## src/rtl/pin_irq_pkg.sv

```systemverilog
// Functional notes
// RULE1: timer3 enable bit gates timer3 requests
// RULE2: port-change enable gates port-change request
// RULE3: two bits give four levels, 3 highest
// RULE4: first priority pair bits for six sources
// RULE5: second priority pair bits: C, port, timer3; the code puts timer3 at bit 0, port at bit 1, C at bit 2
// RULE6: pins A, B, C, port wake from stop
// RULE7: A, B edge or level; C edge only
// RULE8: any port pin change fires port source; the code counts only pins whose wake_en bit is set
// RULE9: trigger select 0 level, 1 falling edge
// RULE10: falling edge sets flag regardless of enable
// RULE11: flags clear on service routine entry
// RULE12: port flag needs pin wake enable only
// RULE13: flag write 0 clears, 1 keeps
// RULE14: level is high:low; ties by polling order
// RULE15: pin enable also enables wake, ignores global
package pin_irq_pkg;
    localparam int          ADDR_W           = 8;
    localparam int          DATA_W           = 8;
    localparam int          NUM_SRC          = 9;
    localparam int          SRC_W            = 4;
    // Register addresses
    localparam logic [7:0]  ADDR_TCTRL       = 8'h88;
    localparam logic [7:0]  ADDR_FLAGS       = 8'h95;
    localparam logic [7:0]  ADDR_ENABLES     = 8'ha9;
    localparam logic [7:0]  ADDR_PRIO_LO_A   = 8'hb8;
    localparam logic [7:0]  ADDR_PRIO_HI_A   = 8'hb9;
    localparam logic [7:0]  ADDR_PRIO_LO_B   = 8'hba;
    localparam logic [7:0]  ADDR_PRIO_HI_B   = 8'hbb;
    localparam logic [7:0]  ADDR_WAKE_EN     = 8'hac;
    localparam logic [7:0]  ADDR_EVT_STATUS  = 8'had;
    localparam logic [7:0]  ADDR_EVT_MASK    = 8'hae;
    // Reset values
    localparam logic [7:0]  RST_REG          = 8'h00;
    // Timer and pin control bits
    localparam int          TC_PIN_A_TRIG    = 0;
    localparam int          TC_PIN_A_FLAG    = 1;
    localparam int          TC_PIN_B_TRIG    = 2;
    localparam int          TC_PIN_B_FLAG    = 3;
    // Extra flag bits
    localparam int          FL_TIMER3        = 0;
    localparam int          FL_PORT          = 1;
    localparam int          FL_PIN_C         = 2;
    localparam logic [7:0]  FLAGS_USED       = 8'h07;
    // Extra enable bits
    localparam int          EN_TIMER3        = 0;
    localparam int          EN_PORT          = 1;
    localparam int          EN_PIN_C         = 2;
    localparam logic [7:0]  ENABLES_USED     = 8'h07;
    localparam logic [7:0]  PRIO_A_USED      = 8'h3f;
    localparam logic [7:0]  PRIO_B_USED      = 8'h07;
    // Standard enable register bits, held outside this block
    localparam int          IE_PIN_A         = 0;
    localparam int          IE_TIMER0        = 1;
    localparam int          IE_PIN_B         = 2;
    localparam int          IE_TIMER1        = 3;
    localparam int          IE_SERIAL        = 4;
    localparam int          IE_TIMER2        = 5;
    localparam int          IE_GLOBAL        = 7;
    // Event status bits
    localparam int          EV_PIN_A         = 0;
    localparam int          EV_PIN_B         = 1;
    localparam int          EV_PIN_C         = 2;
    localparam int          EV_PORT          = 3;
    localparam int          EV_TIMER3        = 4;
    localparam logic [7:0]  EV_USED          = 8'h1f;
    // Source numbers, in polling order
    localparam logic [3:0]  SRC_PIN_A        = 4'h0;
    localparam logic [3:0]  SRC_TIMER0       = 4'h1;
    localparam logic [3:0]  SRC_PIN_B        = 4'h2;
    localparam logic [3:0]  SRC_TIMER1       = 4'h3;
    localparam logic [3:0]  SRC_SERIAL       = 4'h4;
    localparam logic [3:0]  SRC_TIMER2       = 4'h5;
    localparam logic [3:0]  SRC_PIN_C        = 4'h6;
    localparam logic [3:0]  SRC_PORT         = 4'h7;
    localparam logic [3:0]  SRC_TIMER3       = 4'h8;
endpackage

```

## src/rtl/pin_irq_priority_ctrl.sv

```systemverilog
// Strobed register access was left to the implementer.
`timescale 1ns/1ps
module pin_irq_priority_ctrl
    import pin_irq_pkg::*;
(
    input  wire logic               i_ref_clk,
    input  wire logic               i_rst_b,
    input  wire logic [ADDR_W-1:0]  i_addr,
    input  wire logic [DATA_W-1:0]  i_wdata,
    input  wire logic               i_wr,
    input  wire logic               i_rd,
    output logic      [DATA_W-1:0]  o_rdata,
    input  wire logic               i_ext_pin_a,
    input  wire logic               i_ext_pin_b,
    input  wire logic               i_ext_pin_c,
    input  wire logic [7:0]         i_port_pins,
    input  wire logic [7:0]         i_std_enables,
    input  wire logic               i_timer0_req,
    input  wire logic               i_timer1_req,
    input  wire logic               i_serial_req,
    input  wire logic               i_timer2_req,
    input  wire logic               i_timer3_event,
    input  wire logic               i_ack,
    input  wire logic [SRC_W-1:0]   i_ack_source,
    output logic                    o_req_valid,
    output logic      [SRC_W-1:0]   o_req_source,
    output logic      [1:0]         o_req_level,
    output logic                    o_wake,
    output logic                    o_irq
);
    typedef struct packed {
        logic       a_s1;
        logic       a_s2;
        logic       a_s3;
        logic       b_s1;
        logic       b_s2;
        logic       b_s3;
        logic       c_s1;
        logic       c_s2;
        logic       c_s3;
        logic [7:0] p_s1;
        logic [7:0] p_s2;
        logic [7:0] p_s3;
        logic [7:0] tctrl;
        logic [7:0] flags;
        logic [7:0] enables;
        logic [7:0] prio_lo_a;
        logic [7:0] prio_hi_a;
        logic [7:0] prio_lo_b;
        logic [7:0] prio_hi_b;
        logic [7:0] wake_en;
        logic [7:0] evt_status;
        logic [7:0] evt_mask;
        logic [7:0] rdata;
        logic       req_valid;
        logic [3:0] req_source;
        logic [1:0] req_level;
        logic       wake;
        logic       irq;
    } state_t;

    state_t     s_r;
    state_t     s_nxt;
    logic [1:0] rst_sync_r;
    logic       rst_n;

    // Reset is released through two flops so every state flop leaves reset together
    always_ff @(posedge i_ref_clk or negedge i_rst_b)
    begin
        if (!i_rst_b)
            rst_sync_r <= 2'b00;
        else
            rst_sync_r <= {rst_sync_r[0], 1'b1};
    end
    assign rst_n = rst_sync_r[1];

    // Picks the most urgent pending source; lower number wins a tie
    function automatic logic [4:0] pick(input logic [NUM_SRC-1:0] pend,
                                        input logic [NUM_SRC-1:0] hi,
                                        input logic [NUM_SRC-1:0] lo);
        logic [4:0] res;
        logic       found;
        res   = 5'h00;
        found = 1'b0;
        for (int lvl = 3; lvl >= 0; lvl--)
        begin
            for (int k = 0; k < NUM_SRC; k++)
            begin
                if (!found && pend[k] && ({hi[k], lo[k]} == 2'(lvl))) // [RULE3] [RULE14]
                begin
                    found = 1'b1;
                    res   = {1'b1, 4'(k)};
                end
            end
        end
        return res;
    endfunction

    // Register read value, reserved bits as zero
    function automatic logic [7:0] read_mux(input state_t s, input logic [7:0] a);
        logic [7:0] v;
        v = 8'h00;
        case (a)
            ADDR_TCTRL:      v = s.tctrl;
            ADDR_FLAGS:      v = s.flags & FLAGS_USED;
            ADDR_ENABLES:    v = s.enables & ENABLES_USED;
            ADDR_PRIO_LO_A:  v = s.prio_lo_a & PRIO_A_USED;
            ADDR_PRIO_HI_A:  v = s.prio_hi_a & PRIO_A_USED;
            ADDR_PRIO_LO_B:  v = s.prio_lo_b & PRIO_B_USED;
            ADDR_PRIO_HI_B:  v = s.prio_hi_b & PRIO_B_USED;
            ADDR_WAKE_EN:    v = s.wake_en;
            ADDR_EVT_STATUS: v = s.evt_status & EV_USED;
            ADDR_EVT_MASK:   v = s.evt_mask & EV_USED;
            default:         v = 8'h00;
        endcase
        return v;
    endfunction

    logic                a_fall;
    logic                b_fall;
    logic                c_fall;
    logic                port_chg;
    logic [NUM_SRC-1:0]  pend;
    logic [NUM_SRC-1:0]  hi_v;
    logic [NUM_SRC-1:0]  lo_v;
    logic [4:0]          win;
    logic [7:0]          events;
    logic                ack_a;
    logic                ack_b;
    logic                ack_c;
    logic                ack_p;
    logic                ack_t3;
    logic                wr_tc;
    logic                wr_fl;

    always_comb
    begin
        s_nxt = s_r;
        // Pins come from outside, two flops before any logic looks
        s_nxt.a_s1 = i_ext_pin_a;
        s_nxt.a_s2 = s_r.a_s1;
        s_nxt.a_s3 = s_r.a_s2;
        s_nxt.b_s1 = i_ext_pin_b;
        s_nxt.b_s2 = s_r.b_s1;
        s_nxt.b_s3 = s_r.b_s2;
        s_nxt.c_s1 = i_ext_pin_c;
        s_nxt.c_s2 = s_r.c_s1;
        s_nxt.c_s3 = s_r.c_s2;
        s_nxt.p_s1 = i_port_pins;
        s_nxt.p_s2 = s_r.p_s1;
        s_nxt.p_s3 = s_r.p_s2;

        a_fall   = s_r.a_s3 & ~s_r.a_s2; // [RULE7]
        b_fall   = s_r.b_s3 & ~s_r.b_s2; // [RULE7]
        c_fall   = s_r.c_s3 & ~s_r.c_s2; // [RULE7]
        port_chg = |((s_r.p_s3 ^ s_r.p_s2) & s_r.wake_en); // [RULE8] [RULE12]

        ack_a  = i_ack && (i_ack_source == SRC_PIN_A);
        ack_b  = i_ack && (i_ack_source == SRC_PIN_B);
        ack_c  = i_ack && (i_ack_source == SRC_PIN_C);
        ack_p  = i_ack && (i_ack_source == SRC_PORT);
        ack_t3 = i_ack && (i_ack_source == SRC_TIMER3);
        wr_tc  = i_wr && (i_addr == ADDR_TCTRL);
        wr_fl  = i_wr && (i_addr == ADDR_FLAGS);

        // Plain control registers
        if (i_wr)
        begin
            case (i_addr)
                ADDR_ENABLES:   s_nxt.enables   = i_wdata & ENABLES_USED;
                ADDR_PRIO_LO_A: s_nxt.prio_lo_a = i_wdata & PRIO_A_USED;
                ADDR_PRIO_HI_A: s_nxt.prio_hi_a = i_wdata & PRIO_A_USED;
                ADDR_PRIO_LO_B: s_nxt.prio_lo_b = i_wdata & PRIO_B_USED;
                ADDR_PRIO_HI_B: s_nxt.prio_hi_b = i_wdata & PRIO_B_USED;
                ADDR_WAKE_EN:   s_nxt.wake_en   = i_wdata;
                ADDR_EVT_MASK:  s_nxt.evt_mask  = i_wdata & EV_USED;
                default:        s_nxt.evt_mask  = s_nxt.evt_mask;
            endcase
        end

        // Timer control register; hardware set wins over a write or an ack
        if (wr_tc)
            s_nxt.tctrl = i_wdata;
        if (ack_a)
            s_nxt.tctrl[TC_PIN_A_FLAG] = 1'b0; // [RULE11]
        if (ack_b)
            s_nxt.tctrl[TC_PIN_B_FLAG] = 1'b0; // [RULE11]
        if (a_fall)
            s_nxt.tctrl[TC_PIN_A_FLAG] = 1'b1; // [RULE10]
        if (b_fall)
            s_nxt.tctrl[TC_PIN_B_FLAG] = 1'b1; // [RULE10]

        // Extra flags: writing 0 clears, writing 1 keeps
        if (wr_fl)
            s_nxt.flags = s_r.flags & i_wdata & FLAGS_USED; // [RULE13]
        if (ack_c)
            s_nxt.flags[FL_PIN_C] = 1'b0; // [RULE11]
        if (ack_p)
            s_nxt.flags[FL_PORT] = 1'b0; // [RULE11]
        if (ack_t3)
            s_nxt.flags[FL_TIMER3] = 1'b0;
        if (c_fall)
            s_nxt.flags[FL_PIN_C] = 1'b1; // [RULE10]
        if (port_chg)
            s_nxt.flags[FL_PORT] = 1'b1; // [RULE12]
        if (i_timer3_event)
            s_nxt.flags[FL_TIMER3] = 1'b1;

        // Pending requests; pins A and B follow their trigger select
        pend[SRC_PIN_A]  = i_std_enables[IE_PIN_A] &
                           (s_r.tctrl[TC_PIN_A_TRIG] ? s_r.tctrl[TC_PIN_A_FLAG]
                                                     : ~s_r.a_s2); // [RULE9]
        pend[SRC_TIMER0] = i_std_enables[IE_TIMER0] & i_timer0_req;
        pend[SRC_PIN_B]  = i_std_enables[IE_PIN_B] &
                           (s_r.tctrl[TC_PIN_B_TRIG] ? s_r.tctrl[TC_PIN_B_FLAG]
                                                     : ~s_r.b_s2); // [RULE9]
        pend[SRC_TIMER1] = i_std_enables[IE_TIMER1] & i_timer1_req;
        pend[SRC_SERIAL] = i_std_enables[IE_SERIAL] & i_serial_req;
        pend[SRC_TIMER2] = i_std_enables[IE_TIMER2] & i_timer2_req;
        pend[SRC_PIN_C]  = s_r.enables[EN_PIN_C] & s_r.flags[FL_PIN_C];
        pend[SRC_PORT]   = s_r.enables[EN_PORT] & s_r.flags[FL_PORT]; // [RULE2]
        pend[SRC_TIMER3] = s_r.enables[EN_TIMER3] & s_r.flags[FL_TIMER3]; // [RULE1]
        pend = pend & {NUM_SRC{i_std_enables[IE_GLOBAL]}};

        // Priority bits gathered in source order
        // Second pair holds pin C at bit 2, yet pin C has the lowest source number of the three
        hi_v = {s_r.prio_hi_b[0], s_r.prio_hi_b[1], s_r.prio_hi_b[2],
                s_r.prio_hi_a[5:0]}; // [RULE4] [RULE5]
        lo_v = {s_r.prio_lo_b[0], s_r.prio_lo_b[1], s_r.prio_lo_b[2],
                s_r.prio_lo_a[5:0]}; // [RULE4] [RULE5]
        win  = pick(pend, hi_v, lo_v);
        s_nxt.req_valid  = win[4];
        s_nxt.req_source = win[3:0];
        s_nxt.req_level  = win[4] ? {hi_v[win[3:0]], lo_v[win[3:0]]} : 2'b00; // [RULE3]

        // Stop wake needs only the pin's own enable, never the global one
        s_nxt.wake = (i_std_enables[IE_PIN_A] & ~s_r.a_s2)
                   | (i_std_enables[IE_PIN_B] & ~s_r.b_s2)
                   | (s_r.enables[EN_PIN_C] & c_fall)
                   | port_chg; // [RULE6] [RULE15]

        // Sticky event status, cleared by reading it; new events win
        events            = 8'h00;
        events[EV_PIN_A]  = a_fall;
        events[EV_PIN_B]  = b_fall;
        events[EV_PIN_C]  = c_fall;
        events[EV_PORT]   = port_chg;
        events[EV_TIMER3] = i_timer3_event;
        if (i_rd && (i_addr == ADDR_EVT_STATUS))
            s_nxt.evt_status = 8'h00;
        s_nxt.evt_status = s_nxt.evt_status | events;
        s_nxt.irq        = |(s_nxt.evt_status & s_nxt.evt_mask);

        // Read data stands only in the cycle after the strobe
        s_nxt.rdata = i_rd ? read_mux(s_r, i_addr) : 8'h00;
    end

    always_ff @(posedge i_ref_clk or negedge rst_n)
    begin
        if (!rst_n)
            s_r <= '0;
        else
            s_r <= s_nxt;
    end

    assign o_rdata      = s_r.rdata;
    assign o_req_valid  = s_r.req_valid;
    assign o_req_source = s_r.req_source;
    assign o_req_level  = s_r.req_level;
    assign o_wake       = s_r.wake;
    assign o_irq        = s_r.irq;

    chk_t3_gate: // [RULE1]
    assert property (@(posedge i_ref_clk) disable iff (!rst_n)
        (s_r.req_valid && s_r.req_source == SRC_TIMER3) |-> $past(s_r.enables[EN_TIMER3]))
        else $error("timer3 request passed while disabled");

    chk_port_gate: // [RULE2]
    assert property (@(posedge i_ref_clk) disable iff (!rst_n)
        (s_r.req_valid && s_r.req_source == SRC_PORT) |-> $past(s_r.enables[EN_PORT]))
        else $error("port-change request passed while disabled");

    chk_level_map: // [RULE3]
    assert property (@(posedge i_ref_clk) disable iff (!rst_n)
        (s_r.req_valid && s_r.req_source == SRC_PIN_A) |->
        s_r.req_level == {$past(s_r.prio_hi_a[0]), $past(s_r.prio_lo_a[0])})
        else $error("pin A level does not match its priority bits");

    chk_a_edge_flag: // [RULE10]
    assert property (@(posedge i_ref_clk) disable iff (!rst_n)
        (s_r.a_s3 && !s_r.a_s2) |=> s_r.tctrl[TC_PIN_A_FLAG])
        else $error("pin A falling edge did not set its flag");

    chk_port_flag: // [RULE12]
    assert property (@(posedge i_ref_clk) disable iff (!rst_n)
        (|((s_r.p_s3 ^ s_r.p_s2) & s_r.wake_en)) |=> s_r.flags[FL_PORT])
        else $error("port change did not set the port flag");

    chk_flag_clear: // [RULE13]
    assert property (@(posedge i_ref_clk) disable iff (!rst_n)
        (i_wr && i_addr == ADDR_FLAGS && i_wdata == 8'hfb && !(s_r.c_s3 && !s_r.c_s2))
        |=> !s_r.flags[FL_PIN_C] && (s_r.flags[FL_PORT] == $past(s_r.flags[FL_PORT]) ||
        s_r.flags[FL_PORT]))
        else $error("pin C flag clear write misbehaved");

    chk_ack_clear: // [RULE11]
    assert property (@(posedge i_ref_clk) disable iff (!rst_n)
        (i_ack && i_ack_source == SRC_PORT && !(|((s_r.p_s3 ^ s_r.p_s2) & s_r.wake_en)))
        |=> !s_r.flags[FL_PORT])
        else $error("port flag not cleared on service entry");

    chk_level_trig: // [RULE9]
    assert property (@(posedge i_ref_clk) disable iff (!rst_n)
        (!s_r.tctrl[TC_PIN_A_TRIG] && !s_r.a_s2 && i_std_enables[IE_PIN_A] &&
        i_std_enables[IE_GLOBAL]) |=> s_r.req_valid)
        else $error("low level on pin A raised no request");

    chk_c_wake: // [RULE15]
    assert property (@(posedge i_ref_clk) disable iff (!rst_n)
        (s_r.c_s3 && !s_r.c_s2 && s_r.enables[EN_PIN_C]) |=> o_wake)
        else $error("pin C edge did not wake");
endmodule

```

## config.mk

```make
export PLATFORM = sky130hd
export DESIGN_NAME = pin_irq_priority_ctrl
export DESIGN_NICKNAME = d
export VERILOG_FILES = /design/src/rtl/pin_irq_pkg.sv /design/src/rtl/pin_irq_priority_ctrl.sv
export SDC_FILE = /design/constraint.sdc
export NUM_CORES = 1
export LEC_CHECK = 0
export BUFFER_PORTS_ARGS = -buffer_cell sky130_fd_sc_hd__buf_4
export CORE_MARGIN = 3
export CORE_UTILIZATION = 40
export CTS_CLUSTER_DIAMETER = 80
export DETAILED_ROUTE_END_ITERATION = 7
export GPL_ROUTABILITY_DRIVEN = 0
export GPL_TIMING_DRIVEN = 1
export SETUP_SLACK_MARGIN = 0.05
export SLEW_MARGIN = 20
export SYNTH_ARGS = -nofsm -noshare
export SYNTH_HDL_FRONTEND = slang
export SYNTH_SLANG_ARGS = --single-unit
export TNS_END_PERCENT = 5
```

## constraint.sdc

```tcl
create_clock -name i_ref_clk -period 4.5 [get_ports i_ref_clk]
set_input_delay 0.9 -clock i_ref_clk [delete_from_list [all_inputs] [get_ports i_ref_clk]]
set_output_delay 0.9 -clock i_ref_clk [all_outputs]
set_load 0.02 [all_outputs]
```

==> out/metrics.sh <==
REGTOREGENDPOINT='o_req_level[0]$_DFF_PN0_'
AREA_GROWTH_PCT=16.1
PROPORTION_OF_TOTAL_POWER_DUE_TO_NET_SWITCHING_PCT=25.6
R2R-START='s_nxt[127]$_DFF_PN0_'
MAXCAPVIOLCOUNT=0
SLEW_VIOLATIONS=0
CLK_ROOT_BUFFER_CELL='sky130_fd_sc_hd__clkbuf_16'
FINALSETUPVIOLATIONS=0
YOSYS.CELL_TYPES.COUNT=73
WORST-ENDPOINT-ARRIVAL_NS=3.45
HP-CLASS='in -> async'
MIN_PERIOD_NS=3.21
GRT_PASS1_VIAS=3949
FINAL_MIN_PERIOD_OVER_CLOCK_PERIOD_PCT=71.4
PLACEMENT_ROWS=41
NUMPORTBUFFERS=64
DETAIL_ROUTE.WL_PER_CELL_UM=18.7
POST_CTS_RESIZE_COUNT=0
HOLDBUFCOUNTCTS=0
POWER_FRAC_SEQ_PCT=50.7
DIEAREA_UM2=14700
NETS=563
SYNTH-ASYNC-RESET-RATIO_PCT=100
SYNTH.AVG_CELL_AREA_UM2=11.4
TIMING.CRITICAL_PATH.TO_TYPE='flop'
FINAL-HOLD-VIOLATION-COUNT=0
REMAINING_DRC_ERRORS=0
DIE-HEIGHT_UM=121
YS_DOMINANT_REG_CELL='sky130_fd_sc_hd__dfrtp_1'
PEAKVDDDROP_mV=0.189
NUMBER_OF_CELL_INSTANCES_ON_THE_WORST_REGISTER_TO_REGISTER_PATH=10
DRT-VIAS-PER-INSTANCE=5.59
INITIAL_CORE_UTIL_PCT=41.5
CLOCK_SINKS=108
REQUIRED_NS=4.73
NUMBER_OF_ANTENNA_VIOLATIONS_AT_THE_FIRST_CHECK_IN_GLOBAL_ROUTING=0
SLEW_HEADROOM_PCT=49.1
NUM_IO_PINS=66
ROUTED_WL_UM=13000
ROUTE.VIAS.TOTAL=3865
FINCLKSKEW_NS=0.00667
POST_SYNTH_INST_COUNT=465
GRT.TOTAL_USAGE_PCT=18.8
WORST-SETUP-PATH-TYPE='in -> reg'
DIE_W_UM=121
MAPPEDNETLISTNETS=514
TIMING.CRITICAL_PATH.FANOUT_MAX=24
CTS_SETUP_BUFFERS=0
POSTSYNTHREGISTERBITS=108
SYNTH-WARNING-COUNT=0
PATH_DELAY_FAMILY='simple AND/OR/NAND/NOR gates'
POWER-PER-CELL-AREA_nW_PER_UM2=342
N_ANTENNA_CELL=0
INTERNAL-POWER_mW=1.57
SYN_AREA_UM2=5300
POWER_LEAKAGE_nW=2.79
RSZ0062_AT_GRT='no'
DRIVE_ABOVE_1_SHARE_PCT=30.1
CRITICAL_PATH.N_BUFFERS_INVERTERS=1
SLOWEST_STAGE='sky130_fd_sc_hd__mux4_2'
P_COMB_SHARE_PCT=10.8
CTS_BUFFERS=9
GRT_START_MAX_NET_PINS=56
FINALWORSTSETUPSLACK_NS=1.29
SYNTH_EDF_COUNT=0
MAX_FREQ_GHz=0.311
DRT_FIRST_PASS_ITERS=5
DP_WORST_SETUP_SLACK_NS=0.946
SYNTH-SEQ-AREA-SHARE_PCT=51.0
CLK_LATENCY_NS=0.35
CLOCK_POWER_SHARE_PCT=38.5
GRT_OVERFLOW=0
RESULT_OF_THE_RUN='complete, no violations'
CRIT_PATH_MAX_INCR_DELAY_NS=0.53
CTS_MAX_LEVEL=3
CRITICAL_PATH.CELL_CHAIN='buf_4 > and3_1 > and3_4 > nor4_4 > nand4_1 > nor2_4 > a41oi_2 > o211ai_4 > mux4_2 > nand2_1 > o211ai_2'
CRITPATHLAUNCHTYPE='input port'
TIMING.REG2REG.SETUP_SLACK_NS=1.60
WORSTMARGINPINSLEW_NS=0.761
FINAL.SETUP.TNS_NS=0
CTS_CLOCK_PIN_SLEW_FOR_THE_WORST_SETUP_AND_HOLD_PATHS_NS=0.07
TRITONCTS_CLOCK_TREE='done'
CORE_REGION_AREA_UM2=12800
CTS_MAX_PATH_BUFFERS=2
ANT_NETS=0
NET-SWITCHING-POWER_mW=0.540
FIRST_PASS_GRT_WIRE_LENGTH_UM=21300
DP_HPWL_UM=9730
DRT-INITIAL-DRC-COUNT=382
==> cell usage in the layout (no fill, tap or decap), types with 9 or more instances in the layout <==
cell type,instances
sky130_fd_sc_hd__a22oi_1,12
sky130_fd_sc_hd__and2_1,9
sky130_fd_sc_hd__buf_4,67
sky130_fd_sc_hd__clkbuf_16,9
sky130_fd_sc_hd__dfrtp_1,107
sky130_fd_sc_hd__inv_1,11
sky130_fd_sc_hd__mux2_2,39
sky130_fd_sc_hd__nand2_1,28
sky130_fd_sc_hd__nand3_1,11
sky130_fd_sc_hd__nand4_1,14
sky130_fd_sc_hd__nor2_1,29
sky130_fd_sc_hd__nor3_1,12
sky130_fd_sc_hd__o21ai_0,15
==> how the worst max path moves through the flow <==
stage / cells past startpoint / from / slack, ns / to
2_1_floorplan: 0 / rst_sync_r[1]$_DFF_PN0_ / 1.27 / hi_v[0]$_DFFE_PN0P_
3_3_place_gp: 11 / i_std_enables[7] / 0.99 / o_req_level[0]$_DFF_PN0_
3_5_place_dp: 11 / i_std_enables[7] / 0.95 / o_req_level[0]$_DFF_PN0_
4_1_cts: 11 / i_std_enables[7] / 1.32 / o_req_level[0]$_DFF_PN0_
5_1_grt: 11 / i_std_enables[7] / 1.12 / o_req_level[0]$_DFF_PN0_
6_report: 11 / i_std_enables[7] / 1.29 / o_req_level[0]$_DFF_PN0_
==> Yosys cell counts, drive strengths merged, types with 3 or more instances <==
cell type	number	share of area [%]
mux4	4	1.7
mux2i	6	1.1
nor2	33	2.6
nand3	12	1.2
a22oi	13	1.9
and2	11	1.4
nand2	28	2.0
a21oi	12	1.4
dfrtp	108	51
a222oi	7	1.3
mux2	39	8.3
nor4	4	1.0
nand4	15	2.1
or2	6	0.71
a22o	4	0.66
nand4b	7	1.2
xor2	8	1.3
nor2b	8	0.94
nor3	14	1.5
a31oi	6	0.71
o21bai	6	0.85
clkbuf	10	0.71
o21ai	15	1.4
nand2b	3	0.35
a211o	3	0.50
o211ai	3	0.78
inv	12	0.85
o22ai	4	0.47
and3	9	1.2
buf	19	2.7
a21o	6	0.87
==> registers in the layout, indices dropped and copies added (netlist names) <==
| signal | flops |
|---|---|
| hi_v | 9 |
| lo_v | 9 |
| o_irq | 1 |
| o_rdata | 8 |
| o_req_level | 2 |
| o_req_source | 4 |
| o_req_valid | 1 |
| o_wake | 1 |
| rst_sync_r | 2 |
| s_nxt | 22 |
| s_r | 49 |
==> cell families after synthesis <==
kind of cell / share of synthesized area, %
AO/OA/AOI/OAI: 13.7
XOR/XNOR: 1.32
buffers and inverters: 4.27
flip-flops: 51.0
multiplexers: 11.1
other: 0.0708
AND/OR/NAND/NOR: 18.5
==> worst reg2reg max path: cells and delay by family (launching register included) <==
family / cells / cell delay (ns)
AOI/OAI and AO/OA: 4 / 0.55
DFF: 1 / 0.42
muxes: 1 / 0.53
and+or+nand+nor: 5 / 1.27
==> cell type report <==
type / instances / area, um2
sequential: 108 / 2710
timing repair buffer: 67 / 503
clock inverter: 7 / 87.6
clock buffer: 9 / 225
tap: 172 / 215
inverter: 12 / 45.0
multi-input combinational: 316 / 2370
fill: 1183 / 6620
==> metal layers <==
layer	vias up	global-route usage, %	wire length (um)	part of all wire [%]
li1	1817	-	-	-
met1	1906	25.9	6020	46
met2	121	29.8	6010	46
met3	21	4.29	675	5.2
met4	0	5.52	248	1.9
met5	-	0	0	0
==> power groups by stage <==
| stage | Sequential (mW) | Clock (mW) | Combinational, mW |
|---|---|---|---|
| 4_1_cts | 1.07 | 0.833 | 0.228 |
| 2_1_floorplan | 1.08 | 0 | 0.140 |
| 5_1_grt | 1.08 | 0.875 | 0.249 |
| 6_report | 1.07 | 0.811 | 0.227 |
| 3_5_place_dp | 1.09 | 0 | 0.227 |
| 3_3_place_gp | 1.09 | 0 | 0.223 |
==> stage by stage <==
step	cell area (um2)	utilization (%)	cells	hold WS [ns]	power, mW
after floorplan	5300	-	465	0.331	1.22
after global placement	5840	45.7	675	0.332	1.31
after detailed placement	5840	45.7	675	0.335	1.31
after CTS	6150	48.2	691	0.300	2.13
after global routing	6150	48.2	691	0.296	2.20
final	6150	48.2	691	0.315	2.11
No activity file was read; power rests on OpenSTA's default activity.
